## src/verilog/intr_pkg.sv

```systemverilog
`default_nettype none
package intr_pkg;

    ////////////////////////////////////////
    // Register indices on the plain register port
    localparam logic [2:0] RESET_CAUSE_CONTROL_IDX     = 3'h0;
    localparam logic [2:0] MAIN_INTERRUPT_CONTROL_IDX  = 3'h1;
    localparam logic [2:0] INTERRUPT_CONTROL_TWO_IDX   = 3'h2;
    localparam logic [2:0] INTERRUPT_CONTROL_THREE_IDX = 3'h3;
    localparam logic [2:0] TIMER_MODE_CONTROL_IDX      = 3'h4;

    ////////////////////////////////////////
    // Reset cause and control fields
    localparam int PRIORITY_LEVELS_ENABLE_BIT   = 7;
    localparam int SOFTWARE_BROWNOUT_ENABLE_BIT = 6;
    localparam int UNUSED_CAUSE_BIT             = 5;
    localparam int RESET_INSTRUCTION_FLAG_BIT   = 4;
    localparam int WATCHDOG_TIMEOUT_FLAG_BIT    = 3;
    localparam int POWER_DOWN_FLAG_BIT          = 2;
    localparam int POWER_ON_STATUS_BIT          = 1;
    localparam int BROWNOUT_STATUS_BIT          = 0;
    localparam logic [7:0] RESET_CAUSE_RESET    = 8'h5C;
    localparam logic [7:0] RESET_CAUSE_WR_MASK  = 8'hD3;

    ////////////////////////////////////////
    // Main interrupt control fields
    localparam int GLOBAL_INTERRUPT_ENABLE_BIT = 7;
    localparam int LOW_INTERRUPT_ENABLE_BIT    = 6;
    localparam int TIMER_OVERFLOW_ENABLE_BIT   = 5;
    localparam int EXTERNAL_ZERO_ENABLE_BIT    = 4;
    localparam int PORT_CHANGE_ENABLE_BIT      = 3;
    localparam int TIMER_OVERFLOW_FLAG_BIT     = 2;
    localparam int EXTERNAL_ZERO_FLAG_BIT      = 1;
    localparam int PORT_CHANGE_FLAG_BIT        = 0;
    localparam logic [7:0] MAIN_CONTROL_RESET  = 8'h00;

    ////////////////////////////////////////
    // Interrupt control two fields
    localparam int EDGE_ZERO_SELECT_BIT         = 7;
    localparam int EDGE_ONE_SELECT_BIT          = 6;
    localparam int EDGE_TWO_SELECT_BIT          = 5;
    localparam int TIMER_OVERFLOW_PRIORITY_BIT  = 2;
    localparam int PORT_CHANGE_PRIORITY_BIT     = 0;
    localparam logic [7:0] CONTROL_TWO_RESET    = 8'hE5;
    localparam logic [7:0] CONTROL_TWO_WR_MASK  = 8'hE5;

    ////////////////////////////////////////
    // Interrupt control three fields
    localparam int EXTERNAL_TWO_PRIORITY_BIT     = 7;
    localparam int EXTERNAL_ONE_PRIORITY_BIT     = 6;
    localparam int EXTERNAL_TWO_ENABLE_BIT       = 4;
    localparam int EXTERNAL_ONE_ENABLE_BIT       = 3;
    localparam int EXTERNAL_TWO_FLAG_BIT         = 1;
    localparam int EXTERNAL_ONE_FLAG_BIT         = 0;
    localparam logic [7:0] CONTROL_THREE_RESET   = 8'hC0;
    localparam logic [7:0] CONTROL_THREE_WR_MASK = 8'hDB;

    ////////////////////////////////////////
    // Timer mode control and sizes
    localparam int TIMER_WIDE_MODE_BIT          = 0;
    localparam logic [15:0] TIMER_ALL_ONES      = 16'hFFFF;
    localparam int EXTERNAL_PIN_COUNT           = 3;
    localparam int WATCHED_PORT_WIDTH           = 4;
    localparam int RETURN_STACK_DEPTH           = 31;
    localparam int PROGRAM_COUNTER_WIDTH        = 21;

endpackage
`default_nettype wire

```

## src/verilog/input_filter.sv

```systemverilog
`timescale 1ns/1ps
`default_nettype none
module input_filter
#(
    parameter int WIDTH = 7
)
(
    input  wire logic             sys_clk_in,
    input  wire logic             sys_rst_in,
    input  wire logic [WIDTH-1:0] raw_in,
    output logic      [WIDTH-1:0] stable_out,
    output logic      [WIDTH-1:0] change_out
);

    typedef struct packed {
        logic [WIDTH-1:0] stage_one;
        logic [WIDTH-1:0] stage_two;
        logic [WIDTH-1:0] stage_three;
        logic [WIDTH-1:0] stable;
        logic [WIDTH-1:0] change;
    } filter_state_type;

    filter_state_type st;
    filter_state_type next_st;

    ////////////////////////////////////////
    // Three stage capture; a level counts once stages two and three agree
    always_comb
    begin
        next_st = st;
        next_st.stage_one = raw_in;
        next_st.stage_two = st.stage_one;
        next_st.stage_three = st.stage_two;
        for (int i = 0; i < WIDTH; i++)
        begin
            next_st.change[i] = 1'b0;
            if ((st.stage_two[i] == st.stage_three[i]) && (st.stage_three[i] != st.stable[i]))
            begin
                next_st.stable[i] = st.stage_three[i];
                next_st.change[i] = 1'b1;
            end
        end
        if (sys_rst_in)
        begin
            next_st = '0;
        end
    end

    // State register
    always_ff @(posedge sys_clk_in)
    begin
        st <= next_st;
    end

    assign stable_out = st.stable;
    assign change_out = st.change;

endmodule
`default_nettype wire

```

## src/verilog/interrupt_sources_priority.sv

```systemverilog
// Implementation choices: the address-and-strobe port and the register offsets.
`timescale 1ns/1ps
`default_nettype none
module interrupt_sources_priority
#(
    parameter int STACK_DEPTH = intr_pkg::RETURN_STACK_DEPTH,
    parameter int PC_WIDTH    = intr_pkg::PROGRAM_COUNTER_WIDTH
)
(
    input  wire logic                sys_clk_in,
    input  wire logic                sys_rst_in,
    input  wire logic [2:0]          reg_addr_in,
    input  wire logic [7:0]          reg_wdata_in,
    input  wire logic                reg_write_in,
    input  wire logic                reg_read_in,
    output logic      [7:0]          reg_rdata_out,
    input  wire logic [2:0]          external_pin_in,
    input  wire logic [3:0]          watched_port_in,
    input  wire logic [15:0]         timer_count_pair_in,
    input  wire logic                sleep_enter_in,
    input  wire logic                watchdog_timeout_in,
    input  wire logic                watchdog_clear_in,
    input  wire logic                reset_instruction_in,
    input  wire logic                interrupt_ack_in,
    input  wire logic                interrupt_return_in,
    input  wire logic [PC_WIDTH-1:0] return_pc_in,
    input  wire logic [7:0]          working_register_in,
    input  wire logic [7:0]          status_in,
    input  wire logic [7:0]          bank_select_register_in,
    output logic                     irq_high_out,
    output logic                     irq_low_out,
    output logic                     wake_out,
    output logic                     wake_vector_out,
    output logic [PC_WIDTH-1:0]      return_pc_out,
    output logic [7:0]               shadow_working_out,
    output logic [7:0]               shadow_status_out,
    output logic [7:0]               shadow_bank_select_out,
    output logic                     stack_error_out,
    output logic                     priority_levels_enable_out,
    output logic                     software_brownout_enable_out
);

    localparam int SP_WIDTH = $clog2(STACK_DEPTH + 1);
    localparam logic [SP_WIDTH-1:0] STACK_FULL = SP_WIDTH'(STACK_DEPTH);
    localparam logic [SP_WIDTH-1:0] SP_ONE     = SP_WIDTH'(1);
    localparam int FILTER_WIDTH = intr_pkg::EXTERNAL_PIN_COUNT + intr_pkg::WATCHED_PORT_WIDTH;

    typedef struct packed {
        logic [7:0]                             reset_cause_control;
        logic [7:0]                             main_interrupt_control;
        logic [7:0]                             interrupt_control_two;
        logic [7:0]                             interrupt_control_three;
        logic                                   timer_wide_mode;
        logic [15:0]                            prev_count;
        logic                                   sleeping;
        logic [2:0]                             wake_enable_snapshot;
        logic                                   wake;
        logic                                   wake_vector;
        logic                                   irq_high;
        logic                                   irq_low;
        logic [7:0]                             rdata;
        logic [STACK_DEPTH-1:0][PC_WIDTH-1:0]   stack;
        logic [SP_WIDTH-1:0]                    sp;
        logic [PC_WIDTH-1:0]                    return_pc;
        logic [7:0]                             shadow_working;
        logic [7:0]                             shadow_status;
        logic [7:0]                             shadow_bank_select;
        logic                                   stack_error;
    } core_state_type;

    core_state_type st;
    core_state_type next_st;

    logic [FILTER_WIDTH-1:0] filt_stable;
    logic [FILTER_WIDTH-1:0] filt_change;

    ////////////////////////////////////////
    // Wrap detection for eight or sixteen bit timer counts
    function automatic logic timer_wrapped(input logic [15:0] prev, input logic [15:0] cur, input logic wide);
        logic result;
        result = 1'b0;
        if (wide)
        begin
            result = (prev == intr_pkg::TIMER_ALL_ONES) && (cur == 16'h0000);
        end
        else
        begin
            result = (prev[7:0] == intr_pkg::TIMER_ALL_ONES[7:0]) && (cur[7:0] == 8'h00);
        end
        return result;
    endfunction

    // Request for one vector level from active sources and their priorities
    function automatic logic level_request(input logic [4:0] active, input logic [4:0] prio, input logic high);
        logic result;
        result = high ? |(active & prio) : |(active & ~prio);
        return result;
    endfunction

    ////////////////////////////////////////
    // Pin and port synchronisers with change detection
    input_filter #(
        .WIDTH      (FILTER_WIDTH)
    ) u_filter (
        .sys_clk_in (sys_clk_in),
        .sys_rst_in (sys_rst_in),
        .raw_in     ({watched_port_in, external_pin_in}),
        .stable_out (filt_stable),
        .change_out (filt_change)
    );

    ////////////////////////////////////////
    // Next state
    always_comb
    begin
        logic [2:0] pin_edge;
        logic [2:0] polarity;
        logic       port_change;
        logic       overflow;
        logic [4:0] flags;
        logic [4:0] enables;
        logic [4:0] prio;
        logic [4:0] active;
        logic       priority_levels_enable;
        logic       global_interrupt_enable;
        logic       giel;
        logic [SP_WIDTH-1:0] top;
        pin_edge = 3'b000;
        polarity = 3'b000;
        port_change = 1'b0;
        overflow = 1'b0;
        flags = 5'b00000;
        enables = 5'b00000;
        prio = 5'b00000;
        active = 5'b00000;
        priority_levels_enable = 1'b0;
        global_interrupt_enable = 1'b0;
        giel = 1'b0;
        top = '0;
        next_st = st;

        // Register read data, valid the cycle after the strobe
        next_st.rdata = 8'h00;
        if (reg_read_in)
        begin
            case (reg_addr_in)
                intr_pkg::RESET_CAUSE_CONTROL_IDX:
                begin
                    next_st.rdata = st.reset_cause_control;
                    next_st.rdata[intr_pkg::UNUSED_CAUSE_BIT] = 1'b0;
                end
                intr_pkg::MAIN_INTERRUPT_CONTROL_IDX:  next_st.rdata = st.main_interrupt_control;
                intr_pkg::INTERRUPT_CONTROL_TWO_IDX:   next_st.rdata = st.interrupt_control_two;
                intr_pkg::INTERRUPT_CONTROL_THREE_IDX: next_st.rdata = st.interrupt_control_three;
                intr_pkg::TIMER_MODE_CONTROL_IDX:      next_st.rdata = {7'h00, st.timer_wide_mode};
                default:                               next_st.rdata = 8'h00;
            endcase
        end

        // Register writes; read-only cause bits are masked off
        if (reg_write_in)
        begin
            case (reg_addr_in)
                intr_pkg::RESET_CAUSE_CONTROL_IDX:
                begin
                    next_st.reset_cause_control = (st.reset_cause_control & ~intr_pkg::RESET_CAUSE_WR_MASK)
                        | (reg_wdata_in & intr_pkg::RESET_CAUSE_WR_MASK);
                end
                intr_pkg::MAIN_INTERRUPT_CONTROL_IDX:  next_st.main_interrupt_control = reg_wdata_in;
                intr_pkg::INTERRUPT_CONTROL_TWO_IDX:
                begin
                    next_st.interrupt_control_two = reg_wdata_in & intr_pkg::CONTROL_TWO_WR_MASK;
                end
                intr_pkg::INTERRUPT_CONTROL_THREE_IDX:
                begin
                    next_st.interrupt_control_three = reg_wdata_in & intr_pkg::CONTROL_THREE_WR_MASK;
                end
                intr_pkg::TIMER_MODE_CONTROL_IDX:
                begin
                    next_st.timer_wide_mode = reg_wdata_in[intr_pkg::TIMER_WIDE_MODE_BIT];
                end
                default:
                begin
                    next_st.timer_wide_mode = st.timer_wide_mode;
                end
            endcase
        end

        // Hardware updates of reset cause flags
        if (watchdog_clear_in)
        begin
            next_st.reset_cause_control[intr_pkg::WATCHDOG_TIMEOUT_FLAG_BIT] = 1'b1;
            next_st.reset_cause_control[intr_pkg::POWER_DOWN_FLAG_BIT] = 1'b1;
        end
        if (sleep_enter_in)
        begin
            next_st.reset_cause_control[intr_pkg::POWER_DOWN_FLAG_BIT] = 1'b0;
        end
        if (watchdog_timeout_in)
        begin
            next_st.reset_cause_control[intr_pkg::WATCHDOG_TIMEOUT_FLAG_BIT] = 1'b0;
        end
        if (reset_instruction_in)
        begin
            next_st.reset_cause_control[intr_pkg::RESET_INSTRUCTION_FLAG_BIT] = 1'b0;
        end

        // Edge events on the external pins, polarity per pin
        polarity = {st.interrupt_control_two[intr_pkg::EDGE_TWO_SELECT_BIT],
                    st.interrupt_control_two[intr_pkg::EDGE_ONE_SELECT_BIT],
                    st.interrupt_control_two[intr_pkg::EDGE_ZERO_SELECT_BIT]};
        for (int i = 0; i < intr_pkg::EXTERNAL_PIN_COUNT; i++)
        begin
            pin_edge[i] = filt_change[i] && (filt_stable[i] == polarity[i]);
        end
        port_change = |filt_change[FILTER_WIDTH-1:intr_pkg::EXTERNAL_PIN_COUNT];
        overflow = timer_wrapped(st.prev_count, timer_count_pair_in, st.timer_wide_mode);
        next_st.prev_count = timer_count_pair_in;

        // Flags set by events after the software write so a set wins
        if (pin_edge[0])
        begin
            next_st.main_interrupt_control[intr_pkg::EXTERNAL_ZERO_FLAG_BIT] = 1'b1;
        end
        if (pin_edge[1])
        begin
            next_st.interrupt_control_three[intr_pkg::EXTERNAL_ONE_FLAG_BIT] = 1'b1;
        end
        if (pin_edge[2])
        begin
            next_st.interrupt_control_three[intr_pkg::EXTERNAL_TWO_FLAG_BIT] = 1'b1;
        end
        if (overflow)
        begin
            next_st.main_interrupt_control[intr_pkg::TIMER_OVERFLOW_FLAG_BIT] = 1'b1;
        end
        if (port_change)
        begin
            next_st.main_interrupt_control[intr_pkg::PORT_CHANGE_FLAG_BIT] = 1'b1;
        end

        // Source vectors: pin zero, pin one, pin two, timer, port change
        flags = {st.main_interrupt_control[intr_pkg::PORT_CHANGE_FLAG_BIT],
                 st.main_interrupt_control[intr_pkg::TIMER_OVERFLOW_FLAG_BIT],
                 st.interrupt_control_three[intr_pkg::EXTERNAL_TWO_FLAG_BIT],
                 st.interrupt_control_three[intr_pkg::EXTERNAL_ONE_FLAG_BIT],
                 st.main_interrupt_control[intr_pkg::EXTERNAL_ZERO_FLAG_BIT]};
        enables = {st.main_interrupt_control[intr_pkg::PORT_CHANGE_ENABLE_BIT],
                   st.main_interrupt_control[intr_pkg::TIMER_OVERFLOW_ENABLE_BIT],
                   st.interrupt_control_three[intr_pkg::EXTERNAL_TWO_ENABLE_BIT],
                   st.interrupt_control_three[intr_pkg::EXTERNAL_ONE_ENABLE_BIT],
                   st.main_interrupt_control[intr_pkg::EXTERNAL_ZERO_ENABLE_BIT]};
        prio = {st.interrupt_control_two[intr_pkg::PORT_CHANGE_PRIORITY_BIT],
                st.interrupt_control_two[intr_pkg::TIMER_OVERFLOW_PRIORITY_BIT],
                st.interrupt_control_three[intr_pkg::EXTERNAL_TWO_PRIORITY_BIT],
                st.interrupt_control_three[intr_pkg::EXTERNAL_ONE_PRIORITY_BIT],
                1'b1};
        active = flags & enables;
        priority_levels_enable = st.reset_cause_control[intr_pkg::PRIORITY_LEVELS_ENABLE_BIT];
        global_interrupt_enable = st.main_interrupt_control[intr_pkg::GLOBAL_INTERRUPT_ENABLE_BIT];
        giel = st.main_interrupt_control[intr_pkg::LOW_INTERRUPT_ENABLE_BIT];

        // Request levels; single level mode ignores priority bits
        if (priority_levels_enable)
        begin
            next_st.irq_high = global_interrupt_enable && level_request(active, prio, 1'b1);
            next_st.irq_low = global_interrupt_enable && giel && level_request(active, prio, 1'b0);
        end
        else
        begin
            next_st.irq_high = global_interrupt_enable && (|active);
            next_st.irq_low = 1'b0;
        end

        // Sleep entry snapshots pin enables; wake on a pin edge so enabled
        next_st.wake = 1'b0;
        if (sleep_enter_in)
        begin
            next_st.sleeping = 1'b1;
            next_st.wake_enable_snapshot = enables[2:0];
        end
        else if (st.sleeping && (|(pin_edge & st.wake_enable_snapshot)))
        begin
            next_st.sleeping = 1'b0;
            next_st.wake = 1'b1;
            next_st.wake_vector = global_interrupt_enable;
        end

        // Interrupt entry saves return address and fast shadow copy
        if (interrupt_ack_in)
        begin
            next_st.shadow_working = working_register_in;
            next_st.shadow_status = status_in;
            next_st.shadow_bank_select = bank_select_register_in;
            if (st.sp < STACK_FULL)
            begin
                next_st.stack[st.sp] = return_pc_in;
                next_st.sp = st.sp + SP_ONE;
            end
            else
            begin
                next_st.stack_error = 1'b1;
            end
        end
        else if (interrupt_return_in)
        begin
            if (st.sp != '0)
            begin
                top = st.sp - SP_ONE;
                next_st.return_pc = st.stack[top];
                next_st.sp = top;
            end
            else
            begin
                next_st.stack_error = 1'b1;
            end
        end

        // Synchronous reset to documented values
        if (sys_rst_in)
        begin
            next_st = '0;
            next_st.reset_cause_control = intr_pkg::RESET_CAUSE_RESET;
            next_st.main_interrupt_control = intr_pkg::MAIN_CONTROL_RESET;
            next_st.interrupt_control_two = intr_pkg::CONTROL_TWO_RESET;
            next_st.interrupt_control_three = intr_pkg::CONTROL_THREE_RESET;
        end
    end

    ////////////////////////////////////////
    // State register
    always_ff @(posedge sys_clk_in)
    begin
        st <= next_st;
    end

    ////////////////////////////////////////
    // Outputs straight from state
    assign reg_rdata_out = st.rdata;
    assign irq_high_out = st.irq_high;
    assign irq_low_out = st.irq_low;
    assign wake_out = st.wake;
    assign wake_vector_out = st.wake_vector;
    assign return_pc_out = st.return_pc;
    assign shadow_working_out = st.shadow_working;
    assign shadow_status_out = st.shadow_status;
    assign shadow_bank_select_out = st.shadow_bank_select;
    assign stack_error_out = st.stack_error;
    assign priority_levels_enable_out = st.reset_cause_control[intr_pkg::PRIORITY_LEVELS_ENABLE_BIT];
    assign software_brownout_enable_out = st.reset_cause_control[intr_pkg::SOFTWARE_BROWNOUT_ENABLE_BIT];

endmodule
`default_nettype wire

```

## config.mk

```make
export PLATFORM = sky130hd
export DESIGN_NAME = interrupt_sources_priority
export DESIGN_NICKNAME = d
export VERILOG_FILES = /design/src/verilog/intr_pkg.sv /design/src/verilog/input_filter.sv /design/src/verilog/interrupt_sources_priority.sv
export SDC_FILE = /design/constraint.sdc
export NUM_CORES = 2
export LEC_CHECK = 0
export ABC_AREA = 1
export BUFFER_PORTS_ARGS = -buffer_cell sky130_fd_sc_hd__clkbuf_2
export CORE_MARGIN = 5
export CORE_UTILIZATION = 45
export CTS_CLUSTER_DIAMETER = 60
export DETAILED_ROUTE_END_ITERATION = 6
export GPL_ROUTABILITY_DRIVEN = 0
export PLACE_DENSITY_LB_ADDON = 0.25
export RECOVER_POWER = 100
export SYNTH_ARGS = -nofsm -noshare
export SYNTH_HDL_FRONTEND = slang
export SYNTH_HIERARCHICAL = 1
export SYNTH_SLANG_ARGS = --single-unit
```

## constraint.sdc

```tcl
create_clock -name sys_clk_in -period 2.3 [get_ports sys_clk_in]
set_input_delay 0.23 -clock sys_clk_in [delete_from_list [all_inputs] [get_ports sys_clk_in]]
set_output_delay 0.23 -clock sys_clk_in [all_outputs]
set_load 0.01 [all_outputs]
```

=== Word-level counts from Yosys, hierarchy flattened ===
Index checks and enable logic that the tools add are counted.

* Add/sub/neg operators: 2
* $lt $le $gt $ge: 4
* Muxes and demuxes: 41
* Reductions and logical operators: 67
* Equality and inequality tests: 26
* Bitwise operators: 10

{| class="wikitable"
|+ Operators with widths
! kind !! number
|-
| 651-bit bitwise mux || 1
|-
| 21-bit binary-select mux with 5-bit select || 1
|-
| 21-bit demux with 5-bit select || 1
|-
| 26-bit two-way mux || 2
|-
| 21-bit two-way mux || 2
|-
| 8-bit case mux with 5 select lines || 1
|-
| 30-bit two-way mux || 1
|-
| 2-bit AND reduction || 15
|-
| 2-bit nonzero test || 15
|-
| 8-bit two-way mux || 3
|-
| 1-bit two-way mux || 23
|-
| 1-bit logical AND || 18
|-
| 16-bit equality test, second input constant || 1
|-
| 16-bit logical NOT || 1
|-
| 5-bit AND || 3
|-
| 5-bit two-way mux || 3
|-
| 5-bit OR reduction || 3
|-
| 5-bit by 6-bit less-than comparator with 1-bit output, second input constant || 2
|-
| 3-bit nonzero test || 4
|-
| 1-bit equality test || 10
|-
| 3-bit AND reduction || 3
|-
| 8-bit equality test, second input constant || 1
|-
| 8-bit logical NOT || 1
|-
| 6-bit by 8-bit OR with 8-bit output || 1
|-
| other kinds (19) || 34
|}

* Input bits: 89
* Output and inout bits: 60
* Logic and storage cells: 219
* Register bits: 797

=== Longest topological paths before layout ===
* Word-level depth: 7
* Gate-level depth with buffers: 18

=== By module ===
The synthesis kept the hierarchy.

{| class="wikitable"
|+ Modules (own cells, without submodules)
! module !! seq. area each (um^2) !! cells each !! area each (um^2) !! times used
|-
| interrupt_sources_priority || 15234.6 || 5098 || 34877.2 || 1
|-
| input_filter || 700.7 || 157 || 1301.2 || 1
|}

=== Worst setup path before layout ===
No wires, ideal clock.

* Kind: reg2reg
* Start: register st[46] (netlist name)
* End: register st, in the netlist return_pc_out[11]
* Buffers on the path: 6
* Path slack: -0.121 ns
* Data required time: 2.243 ns
* Library setup time: 0.057 ns
* Stages on the path, launching flop included: 18
* Arrival time: 2.364 ns
* Cell sequence: dfxtp_1 -> buf_2 -> inv_2 -> buf_2 -> buf_2 -> ha_1 -> buf_2 -> clkinv_1 -> buf_2 -> clkbuf_1 -> nand3_1 -> nand3_1 -> nand3_1 -> nand2_1 -> nand2_1 -> nand3_1 -> nand2_1 -> inv_1

* Longest elaborated chain between the ends: 3
* Elaborated cells on any way between the ends: 5
* Classes of those cells: add/sub (1); mux (2); reduce/logical (2)

{| class="wikitable"
|+ RTL lines
! what !! line !! text
|-
| from (decl) || interrupt_sources_priority.sv:71 || <nowiki>core_state_type st;</nowiki>
|-
| from (signal assigned) || interrupt_sources_priority.sv:334 || <nowiki>st <= next_st;</nowiki>
|-
| 5-bit by 1-bit subtractor with 5-bit output || interrupt_sources_priority.sv:309 || <nowiki>top = st.sp - SP_ONE;</nowiki>
|-
| 21-bit binary-select mux with 5-bit select || interrupt_sources_priority.sv:310 || <nowiki>next_st.return_pc = st.stack[top];</nowiki>
|-
| 21-bit two-way mux (not written as such) || interrupt_sources_priority.sv:310 ||
|}

Parallel ways exist; a longest one is shown, timed or not. The select of a mux whose other input is x is not followed.
A chain may end at the register's enable or synchronous reset.

=== Final worst setup path ===
* Start: register st[46] (netlist name)
* End: register st[587] (netlist name)

* Longest elaborated chain between the ends: 5
* Elaborated cells on any way between the ends: 8
* Classes of those cells: order compare (3); mux (3); reduce/logical (2)

{| class="wikitable"
|+ RTL lines
! what !! line !! text
|-
| 5-bit by 6-bit less-than comparator with 1-bit output (not written as such) / 5-bit by 1-bit greater-or-equal comparator with 1-bit output (equally long branches) || interrupt_sources_priority.sv:297 || <nowiki>next_st.stack[st.sp] = return_pc_in;</nowiki>
|-
| 1-bit logical AND (not written as such) || interrupt_sources_priority.sv:297 ||
|-
| 21-bit two-way mux (not written as such) || interrupt_sources_priority.sv:297 ||
|-
| 21-bit demux with 5-bit select || interrupt_sources_priority.sv:297 ||
|-
| 651-bit bitwise mux || interrupt_sources_priority.sv:297 ||
|}

Parallel ways exist; a longest one is shown, timed or not.

==> results.py <==
metrics = {
    "run_status": {
        "outcome": "complete, but fails checks",
        "violations_in_the_final_reports": "max-capacitance violations, max-slew violations",
    },
    "setup_path": {
        "cp-start-kind": "flip-flop",
        "critical_path.max_stage_delay_ps": 400,
        "worstPathArrival_ps": 2690,
        "slowest_cp_cell": "sky130_fd_sc_hd__nand2_4",
        "stages_on_the_worst_setup_path": 7,
        "chain_of_cells_forming_the_critical_path": "buf_12, ha_1, inv_1, nor2_8, nand2_4, o21ai_0, a21oi_1",
        "setup.worst_path.end_class": "flip-flop",
        "critical_path_buf_inv_count": 2,
        "setup_slack_of_the_most_critical_reg_to_reg_path_ps": 110,
        "reg2regPathDepth": 7,
        "critPathMaxFanout": 45,
        "critical-path-top-delay-family": "simple AND/OR/NAND/NOR gates",
        "worstPathRequired_ps": 2800,
        "critical_path_class": "flip-flop to flip-flop",
    },
    "global_route": {
        "gr-total-overflow": 0,
        "grt_start_max_net_pins": 134,
        "grt_antenna_before_repair": 2,
        "vias_in_the_first_global_route": 30800,
        "grtUsageTotal_pct": 25.7,
        "grt_pass1_wl_um": 178000,
    },
    "clocking": {
        "h-tree-depth": 3,
        "cts_tree": "done",
        "clkSlewWorstSetupHoldPaths_ps": 60,
        "worstSkewPairLatency_ps": 640,
        "post_cts.repair.setup_buffers": 0,
        "cts_buffers": 90,
        "tritoncts_num_sinks": 796,
        "clock_tree.root_cell": "sky130_fd_sc_hd__clkbuf_16",
        "max-clock-path-buffers": 3,
    },
    "timing": {
        "post-route-period-util_pct": 95.1,
        "timing.final.setup_violations": 0,
        "max_clock_freq_ghz": 0.457,
        "slew_of_the_pin_with_the_lowest_slew_margin_ps": 1760,
        "clock-skew-final_ps": 18.9,
        "max_slew_margin_pct": -17.0,
        "grt_setup_unrepaired": "true",
        "setup_slack_ps": 112,
        "final_max_slew_viol_count": 79,
        "hold_viol_final": 0,
        "final_period_minus_worst_setup_slack_ps": 2190,
    },
    "drt": {
        "firstDrtPassIters": 6,
        "vias": 33100,
        "drt_iter0_markers": 2794,
        "ant_nets": 0,
        "detail_route.vias_per_cell": 5.22,
        "wl_per_cell_um": 18.1,
        "drcViolationCount": 0,
        "wirelength_um": 115000,
    },
    "floorplan": {
        "width_of_the_chip_um": 293,
        "die-area_um2": 86100,
        "core_region_area_um2": 80200,
        "die-height_um": 293,
        "core.rowCount": 104,
        "initial_utilization_pct": 45.1,
        "floorplan.io_pins": 149,
    },
    "power_and_ir_drop": {
        "static-leakage-power_nw": 17.3,
        "vdd.ir_drop.worst_v": 0.000523,
        "pwrdens_nw_per_um2": 846,
    },
    "synthesis": {
        "yosysWarnings": 6,
        "netlist_instances": 5251,
        "synth_area_per_cell_um2": 6.88,
        "netlist_area_um2": 36100,
        "synth.net_count": 5344,
    },
    "placed_design": {
        "dpl.cell_count": 6119,
        "hpwl_after_detailed_placement_um": 69400,
        "port_buffers": 148,
        "preCtsSetupSlack_ps": 33.3,
        "placed_area_um2": 37600,
    },
    "layout": {
        "num_antenna_cells": 0,
        "finalInstanceArea_um2": 41200,
        "layout.filler_cells": 8017,
        "utilization_pct": 51.3,
        "fin_cells": 6346,
        "share_of_final_layout_standard_cells_stronger_than_drive_strength_1_pct": 8.13,
        "nets": 5312,
        "area.growth.synth_to_final_pct": 13.8,
    },
    "worst_hold_path": {
        "hold_class": "input port to flip-flop",
        "worst_hold_path.num_cells": 3,
    },
    "run": {
        "max_cap_violations": 1,
    },
}
==> cells in the final DEF, fill, tap and decap left out, types with 2 or more instances in the layout <==
cell,instances
sky130_fd_sc_hd__nor2_1,304
sky130_fd_sc_hd__o21ai_1,78
sky130_fd_sc_hd__a21oi_1,639
sky130_fd_sc_hd__nor2_8,3
sky130_fd_sc_hd__buf_12,56
sky130_fd_sc_hd__clkbuf_1,84
sky130_fd_sc_hd__nand3_1,519
sky130_fd_sc_hd__clkinv_2,16
sky130_fd_sc_hd__a21oi_2,2
sky130_fd_sc_hd__inv_1,694
sky130_fd_sc_hd__clkinvlp_4,5
sky130_fd_sc_hd__clkinv_4,3
sky130_fd_sc_hd__o21ai_0,625
sky130_fd_sc_hd__inv_6,5
sky130_fd_sc_hd__ha_1,3
sky130_fd_sc_hd__a221oi_1,2
sky130_fd_sc_hd__nand2_2,3
sky130_fd_sc_hd__o31ai_1,2
sky130_fd_sc_hd__clkbuf_8,11
sky130_fd_sc_hd__nand2_4,17
sky130_fd_sc_hd__nand3_2,2
sky130_fd_sc_hd__nor4_1,5
sky130_fd_sc_hd__nor3_1,3
sky130_fd_sc_hd__clkbuf_16,92
sky130_fd_sc_hd__o211ai_1,5
sky130_fd_sc_hd__dfxtp_1,795
sky130_fd_sc_hd__nand4_1,6
sky130_fd_sc_hd__inv_2,7
sky130_fd_sc_hd__bufinv_16,9
sky130_fd_sc_hd__dlygate4sd3_1,67
sky130_fd_sc_hd__nand4_4,4
sky130_fd_sc_hd__clkbuf_2,89
sky130_fd_sc_hd__o22ai_1,2
sky130_fd_sc_hd__inv_8,3
sky130_fd_sc_hd__nor2_2,8
sky130_fd_sc_hd__nor3_2,2
sky130_fd_sc_hd__buf_4,82
sky130_fd_sc_hd__nand3b_1,3
sky130_fd_sc_hd__nand2_1,1011
sky130_fd_sc_hd__a31oi_1,5
==> registers in the layout, indices dropped and copies added, names as in the netlist <==
register / count
st: 701
shadow_bank_select_out: 8
wake_out: 1
wake_vector_out: 1
reg_rdata_out: 8
irq_high_out: 1
shadow_status_out: 8
u_filter/stable_out: 7
return_pc_out: 21
u_filter/change_out: 7
software_brownout_enable_out: 1
stack_error_out: 1
u_filter/st: 21
shadow_working_out: 8
irq_low_out: 1
priority_levels_enable_out: 1
==> worst paths after layout <==
kind / startpoint / end
setup / recovery: st[46]$_SDFFE_PP0P_ / st[587]$_SDFFE_PP0P_
hold / removal: return_pc_in[20] / st[701]$_SDFFE_PP0P_
hold reg to reg: u_filter/st[29]$_SDFF_PP0_ / u_filter/st[22]$_SDFF_PP0_
setup reg to reg: st[46]$_SDFFE_PP0P_ / st[587]$_SDFFE_PP0P_
==> final cells by class <==
type	count	area [um2]	share of cell area [%]
clock inverter	37	455	1.11
multi-input combinational	3265	15100	36.8
clock buffer	122	2520	6.14
inverter	705	2670	6.48
sequential	796	15900	38.7
tap	1060	1330	3.22
timing repair buffer	361	3120	7.57
==> what timing repair did <==
action,CTS,global route
hold buffers,67,0
gates resized for setup,0,3
endpoints found under the hold margin,78,0
setup endpoints to repair,0,30
==> per-layer routing <==
layer / vias to the layer above / routed length, um / track usage [%] / part of all wire [%]
met5: - / 41 / 0 / 0.036
met4: 6 / 3740 / 8.97 / 3.3
met3: 205 / 9220 / 4.85 / 8.0
met2: 1127 / 52000 / 41.3 / 45
met1: 15200 / 49600 / 34.8 / 43
li1: 16600 / - / - / -
==> where the power goes <==
part           switching [W]  internal, W
combinational        0.00412      0.00182
clock                0.00591      0.00871
sequential          0.000142       0.0141
==> stage by stage <==
| step | TNS [ps] | total power [W] | hold slack [ps] |
|---|---|---|---|
| after global placement | 0 | 0.0203 | 390 |
| after global routing | -70.5 | 0.0361 | 134 |
| after floorplan | -46.9 | 0.0181 | 308 |
| after CTS | 0 | 0.0349 | 74.9 |
| after detailed placement | 0 | 0.0203 | 392 |
| final | 0 | 0.0348 | 120 |
==> tightest hold or removal path, stage by stage <==
cell	delay, ps
sky130_fd_sc_hd__clkbuf_2	250
sky130_fd_sc_hd__nand3_1	160
sky130_fd_sc_hd__a21oi_1	60
No activity file was read; power rests on OpenSTA's default activity.
